## src/shared/cbs_regs.vh

```
// constants of the cpu bus cycle sequencer: register location, fields, cycle kinds
// assumes the includer sits inside a module and uses the values at the stated widths
`ifndef CBS_REGS_VH
`define CBS_REGS_VH

`define CBS_PORT3_WAIT_ADDR 16'hffc7
`define CBS_PORT3_RESET 8'h00
`define CBS_WAIT_MSB 7
`define CBS_WAIT_LSB 6
`define CBS_WAIT_TWO_STATE 2'b00
`define CBS_WAIT_NORMAL 2'b01
`define CBS_WAIT_NONE 2'b10
`define CBS_IE_FLAG_BIT 5

`define CBS_KIND_READ 2'h0
`define CBS_KIND_READ_DISCARD 2'h1
`define CBS_KIND_WRITE 2'h2
`define CBS_KIND_DUMMY 2'h3

`define CBS_INT_STEP_VEC_LATCH 4'h1
`define CBS_INT_STEP_VECTOR 4'h3
`define CBS_INT_STEP_PUSH_PCH 4'h5
`define CBS_INT_STEP_PUSH_PCL 4'h6
`define CBS_INT_STEP_PUSH_A 4'h7
`define CBS_INT_STEP_PUSH_F 4'h8
`define CBS_VEC_UPPER 12'h000
`define CBS_PC_RESET 16'h0000

`endif

```

## src/hw/cbs_bus_sequencer.v

```verilog
// bus cycle sequencer: read, write and dummy cycles, waits, bus clock,
// interrupt acknowledge, halt, reset; assumes the cpu core issues one
// bus cycle per request and keeps its own program flow otherwise
`timescale 1ns/100ps
`default_nettype none
`include "cbs_regs.vh"
module cbs_bus_sequencer #(
  parameter BANK_W = 8
) (
  input wire core_clk,
  input wire sys_rst,
  input wire cyc_valid,
  output wire cyc_ready,
  input wire [1:0] cyc_kind,
  input wire [19:0] cyc_addr,
  input wire [7:0] cyc_wdata,
  input wire cyc_internal,
  input wire cyc_last,
  output reg cyc_done,
  output reg [7:0] cyc_rdata,
  output reg [19:0] ext_addr,
  output reg ext_addr_oe,
  input wire [7:0] ext_data_in,
  output reg [7:0] ext_data_out,
  output reg ext_data_oe,
  output reg rd_n,
  output reg wr_n,
  output reg bus_clk,
  input wire wait_req_n,
  input wire irq_req,
  input wire nmi_req,
  input wire [7:0] irq_vector,
  input wire [15:0] sp_in,
  input wire [15:0] af_in,
  input wire ei_pulse,
  input wire di_pulse,
  input wire halt_pulse,
  input wire pc_load,
  input wire [15:0] pc_next,
  output reg [15:0] pc,
  output reg interrupt_enable_flag,
  output reg halted,
  output reg irq_accept,
  input wire bank_load_x,
  input wire bank_load_y,
  input wire [BANK_W-1:0] bank_wdata,
  output reg [BANK_W-1:0] bank_register_x,
  output reg [BANK_W-1:0] bank_register_y,
  output reg [7:0] port3_and_wait_control,
  output wire [1:0] wait_mode_field
);
  localparam [2:0] ST_IDLE = 3'd0;
  localparam [2:0] ST_T1 = 3'd1;
  localparam [2:0] ST_T2 = 3'd2;
  localparam [2:0] ST_W1 = 3'd3;
  localparam [2:0] ST_W2 = 3'd4;

  wire state_end;
  reg [2:0] bstate;
  reg [1:0] cur_kind;
  reg cur_ext;
  reg cur_reg;
  reg cur_last;
  reg cur_int;
  reg cur_int_end;
  reg [19:0] cur_addr;
  reg [7:0] cur_wdata;
  reg int_active;
  reg [3:0] int_step;
  reg [7:0] int_vec;
  reg samp_irq;
  reg samp_nmi;
  reg nmi_window;

  cbs_state_gen u_state_gen (
    .core_clk(core_clk),
    .sys_rst(sys_rst),
    .state_end(state_end)
  );

  assign wait_mode_field = port3_and_wait_control[`CBS_WAIT_MSB:`CBS_WAIT_LSB];

  function is_internal_addr;
    input [19:0] a;
    input internal;
    begin
      is_internal_addr = internal || (a[15:0] == `CBS_PORT3_WAIT_ADDR);
    end
  endfunction

  wire wait_seen = cur_ext && !wait_req_n && (wait_mode_field != `CBS_WAIT_NONE);
  wire wait_more = wait_seen && (wait_mode_field == `CBS_WAIT_NORMAL);
  wire finishing = (bstate == ST_T2 && !wait_seen) || (bstate == ST_W2 && !wait_more);
  wire int_done_now = finishing && cur_int_end;

  wire take_int = finishing && cur_last && !cur_int &&
                  (samp_nmi || (samp_irq && interrupt_enable_flag));
  wire halt_wake_int = halted && bstate == ST_IDLE &&
                       (nmi_req || (irq_req && interrupt_enable_flag));
  wire int_src = int_active || take_int;
  wire slot_free = bstate == ST_IDLE || finishing;
  assign cyc_ready = state_end && slot_free && !int_src && !halted && !halt_pulse;
  wire core_launch = cyc_valid && cyc_ready;
  wire int_launch = state_end && slot_free && int_src && !int_done_now;
  wire launch = core_launch || int_launch;

  // next cycle contents, from the core or from the interrupt steps
  reg [1:0] next_kind;
  reg [19:0] next_addr;
  reg [7:0] next_wdata;
  reg next_ext;
  reg next_show_addr;
  reg [15:0] push_addr;
  always @* begin
    next_kind = cyc_kind;
    next_addr = cyc_addr;
    next_wdata = cyc_wdata;
    push_addr = sp_in - {12'h000, int_step - `CBS_INT_STEP_VECTOR - 4'h1};
    if (int_launch) begin
      next_wdata = 8'h00;
      case (take_int ? 4'h0 : int_step)
        4'h0: begin
          next_kind = `CBS_KIND_READ_DISCARD;
          next_addr = {4'h0, pc};
        end
        `CBS_INT_STEP_VECTOR: begin
          next_kind = `CBS_KIND_DUMMY;
          next_addr = {`CBS_VEC_UPPER, int_vec};
        end
        `CBS_INT_STEP_PUSH_PCH: begin
          next_kind = `CBS_KIND_WRITE;
          next_addr = {4'h0, push_addr};
          next_wdata = pc[15:8];
        end
        `CBS_INT_STEP_PUSH_PCL: begin
          next_kind = `CBS_KIND_WRITE;
          next_addr = {4'h0, push_addr};
          next_wdata = pc[7:0];
        end
        `CBS_INT_STEP_PUSH_A: begin
          next_kind = `CBS_KIND_WRITE;
          next_addr = {4'h0, push_addr};
          next_wdata = af_in[15:8];
        end
        `CBS_INT_STEP_PUSH_F: begin
          next_kind = `CBS_KIND_WRITE;
          next_addr = {4'h0, push_addr};
          next_wdata = af_in[7:0];
          next_wdata[`CBS_IE_FLAG_BIT] = interrupt_enable_flag;
        end
        default: begin
          next_kind = `CBS_KIND_DUMMY;
          next_addr = cur_addr;
        end
      endcase
    end
    next_ext = next_kind != `CBS_KIND_DUMMY &&
               !(!int_launch && is_internal_addr(cyc_addr, cyc_internal));
    next_show_addr = int_launch && !take_int && int_step == `CBS_INT_STEP_VECTOR;
  end

  // bus cycle engine and pins
  always @(posedge core_clk) begin
    if (sys_rst) begin
      bstate <= ST_IDLE;
      cur_kind <= `CBS_KIND_DUMMY;
      cur_ext <= 1'b0;
      cur_reg <= 1'b0;
      cur_last <= 1'b0;
      cur_int <= 1'b0;
      cur_int_end <= 1'b0;
      cur_addr <= 20'h00000;
      cur_wdata <= 8'h00;
      cyc_done <= 1'b0;
      cyc_rdata <= 8'h00;
      ext_addr <= 20'h00000;
      ext_addr_oe <= 1'b0;
      ext_data_out <= 8'h00;
      ext_data_oe <= 1'b0;
      rd_n <= 1'b1;
      wr_n <= 1'b1;
      bus_clk <= 1'b1;
      port3_and_wait_control <= `CBS_PORT3_RESET;
    end else begin
      cyc_done <= 1'b0;
      if (state_end) begin
        case (bstate)
          ST_T1: begin
            bstate <= ST_T2;
            bus_clk <= 1'b0;
          end
          ST_T2, ST_W2: begin
            if (!finishing) begin
              bstate <= ST_W1;
              bus_clk <= 1'b1;
            end
          end
          ST_W1: begin
            bstate <= ST_W2;
            bus_clk <= 1'b0;
          end
          default: bstate <= ST_IDLE;
        endcase
        if (finishing) begin
          bstate <= ST_IDLE;
          bus_clk <= 1'b1;
          rd_n <= 1'b1;
          wr_n <= 1'b1;
          ext_addr_oe <= 1'b0;
          ext_data_oe <= 1'b0;
          cyc_done <= !cur_int;
          if (cur_kind == `CBS_KIND_READ) begin
            cyc_rdata <= cur_reg ? port3_and_wait_control : ext_data_in;
          end
          if (cur_kind == `CBS_KIND_WRITE && cur_reg) begin
            port3_and_wait_control <= cur_wdata;
          end
        end
        if (launch) begin
          bstate <= ST_T1;
          bus_clk <= 1'b1;
          cur_kind <= next_kind;
          cur_ext <= next_ext;
          cur_reg <= !int_launch && cyc_addr[15:0] == `CBS_PORT3_WAIT_ADDR;
          cur_last <= core_launch && cyc_last;
          cur_int <= int_launch;
          cur_int_end <= int_launch && !take_int && int_step == `CBS_INT_STEP_PUSH_F;
          cur_addr <= next_addr;
          cur_wdata <= next_wdata;
          ext_addr <= next_addr;
          ext_addr_oe <= next_ext || next_show_addr;
          rd_n <= !(next_ext && next_kind != `CBS_KIND_WRITE);
          wr_n <= !(next_ext && next_kind == `CBS_KIND_WRITE);
          ext_data_out <= next_wdata;
          ext_data_oe <= next_ext && next_kind == `CBS_KIND_WRITE;
        end
      end
    end
  end

  // interrupt acceptance, halt and cpu state held here
  always @(posedge core_clk) begin
    if (sys_rst) begin
      int_active <= 1'b0;
      int_step <= 4'h0;
      int_vec <= 8'h00;
      samp_irq <= 1'b0;
      samp_nmi <= 1'b0;
      nmi_window <= 1'b0;
      halted <= 1'b0;
      irq_accept <= 1'b0;
      interrupt_enable_flag <= 1'b0;
      bank_register_x <= {BANK_W{1'b0}};
      bank_register_y <= {BANK_W{1'b0}};
      pc <= `CBS_PC_RESET;
    end else begin
      irq_accept <= 1'b0;
      nmi_window <= 1'b0;
      if (state_end && bstate == ST_T1 && cur_last && !cur_int) begin
        samp_irq <= irq_req;
        nmi_window <= 1'b1;
      end
      if (nmi_window) begin
        samp_nmi <= nmi_req;
      end
      if (finishing && state_end && cur_last) begin
        samp_irq <= 1'b0;
        samp_nmi <= 1'b0;
      end
      if (bank_load_x) begin
        bank_register_x <= bank_wdata;
      end
      if (bank_load_y) begin
        bank_register_y <= bank_wdata;
      end
      if (pc_load) begin
        pc <= pc_next;
      end
      if (ei_pulse) begin
        interrupt_enable_flag <= 1'b1;
      end
      if (di_pulse) begin
        interrupt_enable_flag <= 1'b0;
      end
      if (halt_pulse) begin
        halted <= 1'b1;
      end
      if (state_end && halted && bstate == ST_IDLE) begin
        if (halt_wake_int) begin
          halted <= 1'b0;
          int_active <= 1'b1;
          int_step <= 4'h0;
        end else if (irq_req) begin
          halted <= 1'b0;
        end
      end
      if (state_end && take_int) begin
        int_active <= 1'b1;
        int_step <= 4'h0;
      end
      if (int_launch) begin
        int_step <= (take_int ? 4'h0 : int_step) + 4'h1;
        if (!take_int && int_step == `CBS_INT_STEP_VEC_LATCH) begin
          int_vec <= irq_vector;
        end
      end
      if (state_end && int_done_now) begin
        int_active <= 1'b0;
        int_step <= 4'h0;
        interrupt_enable_flag <= 1'b0;
        pc <= {8'h00, int_vec};
        irq_accept <= 1'b1;
      end
    end
  end

  // the core requests the byte after the prefetched opcode first
  // the sequencer runs the cycles it is handed plus its own interrupt acknowledge cycles
endmodule
`default_nettype wire

```

## src/hw/cbs_state_gen.v

```verilog
// state generator: one state is two core clocks
// assumes core_clk is the oscillator and sys_rst is synchronous
`timescale 1ns/100ps
`default_nettype none
module cbs_state_gen (
  input wire core_clk,
  input wire sys_rst,
  output wire state_end
);
  reg phase;

  always @(posedge core_clk) begin
    if (sys_rst) begin
      phase <= 1'b0;
    end else begin
      phase <= ~phase;
    end
  end

  assign state_end = phase;
endmodule
`default_nettype wire

```

## config.mk

```make
export PLATFORM = sky130hd
export DESIGN_NAME = cbs_bus_sequencer
export DESIGN_NICKNAME = d
export VERILOG_FILES = /design/src/hw/cbs_bus_sequencer.v /design/src/hw/cbs_state_gen.v
export VERILOG_INCLUDE_DIRS = /design/src /design/src/shared
export SDC_FILE = /design/constraint.sdc
export NUM_CORES = 1
export LEC_CHECK = 0
export BUFFER_PORTS_ARGS = -buffer_cell sky130_fd_sc_hd__clkbuf_2
export CORE_AREA = 5 5 114 116
export DETAILED_ROUTE_END_ITERATION = 7
export DIE_AREA = 0 0 119 121
export HOLD_SLACK_MARGIN = 0.15
export PLACE_DENSITY = 0.8
export SLEW_MARGIN = 20
export SYNTH_ARGS = -nofsm -noshare
export SYNTH_HDL_FRONTEND = slang
export SYNTH_HIERARCHICAL = 1
export SYNTH_SLANG_ARGS = --single-unit
export TNS_END_PERCENT = 20
```

## constraint.sdc

```tcl
create_clock -name core_clk -period 4.1 [get_ports core_clk]
set_input_delay 0.41 -clock core_clk [delete_from_list [all_inputs] [get_ports core_clk]]
set_output_delay 0.41 -clock core_clk [all_outputs]
set_load 0.05 [all_outputs]
```

==> impl_metrics.toml <==
[outcome]
status = "completed"

[clock_network]
cts_sinks = 112
cts_tree = "yes"
cts_buffer_depth = 2
post_cts_resized = 0
hold_buffers = 0
post_cts_buffers = 0
path_clk_slew_ns = 0.08
insertion_delay_ns = 0.37
cts-root-buf = "clkbuf_16"
cts_buffers = 9
h-tree-depth = 3

[yosys]
yosysTopAreaCell = "dfxtp_1"
ys_warn_count = 6
postSynthAreaPerCell_um2 = 8.84
synthesis.nets = 779
netlist_top_cells_area = "dfxtp_1 39%, mux2i_1 11%, nor2_1 5.6%, a21oi_1 3.9%, a211oi_1 3.0%"
async_flop_share_pct = 0
synth_top_area_share_pct = 38.7
synthFlopType = "dfxtp_1"
synth_seq_cells = 112
synth_edf_count = 0
syn-instance-count = 656
ys_types = 67
synth_seq_area_share_pct = 38.7
syn-cell-area_um2 = 5800

[finish]
biggestRegsByFlops = "cur_addr: 20 flops, pc: 16 flops"
area_delta_synth_final_pct = 23.3
n_antenna_cell = 0
nFillCells = 1090
max_flop_register = "cur_addr"
largest_reg_flops = 20
layout_commonest_cell = "clkbuf_2"
nNetsFinal = 953
mostFrequentLayoutCells = "201 x clkbuf_2, 112 x dfxtp_1, 87 x nor2_1"
layout-drive-gt1-share_pct = 30.9

[placement]
io_buffer_count = 202
place.gp.congestion = 0.953
hpwlAfterDp_um = 13400

[detailed_routing]
ant_nets = 0
drc_errors = 0
drt-pass1-iter-count = 5
wl_um = 17700
via_count = 5654
vias_per_cell = 5.76
wl_per_cell_um = 18.0
drt_iter0_markers = 472

[job]
maxCapViolCount = 0

[setup_path]
path_cells = "inv_1 -> fa_1 -> a21o_1 -> a2111oi_0 -> nor3b_2 -> xor2_1 -> a221oi_1 -> o41ai_1"
cp_data_arrival_time_ns = 3.65
critPathMaxStageDelay_ns = 0.81
critPathLaunchType = "register"
crit_buf_inv = 1
crit_type = "reg2reg"
crit_slowest_cell = "dfxtp_1"
critPathMaxFanout = 18
required_ns = 4.36
cp_top_family = "compound AO/OA/AOI/OAI gates"
cp-end-kind = "register"

[die]
ios = 204
start_util_pct = 49.1
core_um2 = 11800
dieArea_um2 = 14400
die_y_um = 121
die-width_um = 119
rows = 40

[global_routing]
grt_util_all_layers_pct = 24.1
grt_pass1_wl_um = 27800
overflow = 0
antenna_found_initial = 0
grt_max_degree = 54
grt_pass1_vias = 5367

[sta]
fmax_ghz = 0.295
setup_violations = 0
maxSlewViolCount = 0
fin_crit_ns = 3.39
grt_setup_unrepaired = "no"
fin_skew_ns = 0.0150
maxSlewHeadroom_pct = 30.4
hold_ws_ns = 0.200
worst_slew_pin_slew_ns = 1.04
fin_setup_tns_ns = 0
min_period_over_period_pct = 82.6
hold_viol_final = 0

[power_and_ir_drop]
p_per_area_nw_per_um2 = 333
power.leakage_nw = 3.07
vdd_drop_max_mv = 0.190

[min_path]
min_path_type = "in2reg"
## worst register-to-register path, cell delays in order, from the launching register on
cell,delay [ns]
dfxtp_1,0.81
inv_1,0.23
fa_1,0.49
a21o_1,0.23
a2111oi_0,0.61
nor3b_2,0.29
xor2_1,0.16
a221oi_1,0.10
o41ai_1,0.36
## layout make-up
class                           instances  area (um^2)  area share [%]
Clock buffer                            9          225            3.15
Tap cell                              147          184            2.57
Sequential cell                       112         2240            31.4
Clock inverter                          7         57.6           0.805
Multi-Input combinational cell        487         3330            46.6
Timing Repair Buffer                  210         1070            15.0
Inverter                               10         37.5           0.525
## per-layer routing
metal	track usage, %	part of all wire [%]	vias to the layer above
li1	-	-	2762
met1	32.1	45	2628
met2	38.5	46	229
met3	4.48	6.6	35
met4	9.70	2.9	0
met5	0	0	-
## report_power, final
part / internal, mW / switching [mW] / total [mW]
sequential: 1.12 / 0.0339 / 1.16
combinational: 0.123 / 0.245 / 0.368
clock: 0.420 / 0.435 / 0.856
total: 1.66 / 0.714 / 2.38
## worst paths after layout
path | startpoint | end | slack [ns] | cells past startpoint
max | int_step[1] | cur_addr[14] | 0.71 | 8
min | di_pulse | interrupt_enable_flag | 0.20 | 2
max reg2reg | int_step[1] | cur_addr[14] | 0.71 | 8
min reg2reg | cur_addr[18] | cur_addr[18] | 0.46 | 2
## synth_stat cells, types with 4 or more instances
master / n
dfxtp_1: 112
nor2_1: 87
mux2i_1: 66
a21oi_1: 45
nand2_1: 42
clkbuf_1: 32
o21ai_0: 32
a211oi_1: 23
nand3b_1: 20
a22oi_1: 13
a221oi_1: 12
xor2_1: 12
inv_1: 9
nand2b_1: 9
o41ai_1: 9
buf_2: 8
mux2_2: 8
nor3_1: 8
a21o_1: 7
ha_1: 6
nand3_1: 6
nor2b_1: 6
buf_1: 5
nand4_1: 5
a211o_1: 4
o31ai_1: 4
## cells by family after synthesis
group / share of synthesized area, %
and+or+nand+nor: 19.5
adders and majority gates: 1.81
AOI/OAI and AO/OA: 20.9
muxes: 13.0
xor gates and xnor gates: 2.12
DFF: 38.7
buffers and inverters: 3.99
## metrics by stage
step	total power [mW]	worst slack [ns]	cell area, um^2	instances	util, %
2_1_floorplan	1.41	1.08	5800	656	-
3_3_place_gp	1.54	0.891	6860	966	58.1
3_5_place_dp	1.55	0.735	6860	966	58.1
4_1_cts	2.38	0.737	7140	982	60.5
5_1_grt	2.46	0.399	7150	982	60.5
6_report	2.38	0.714	7150	982	60.5
(Power assumes the default switching activity.)
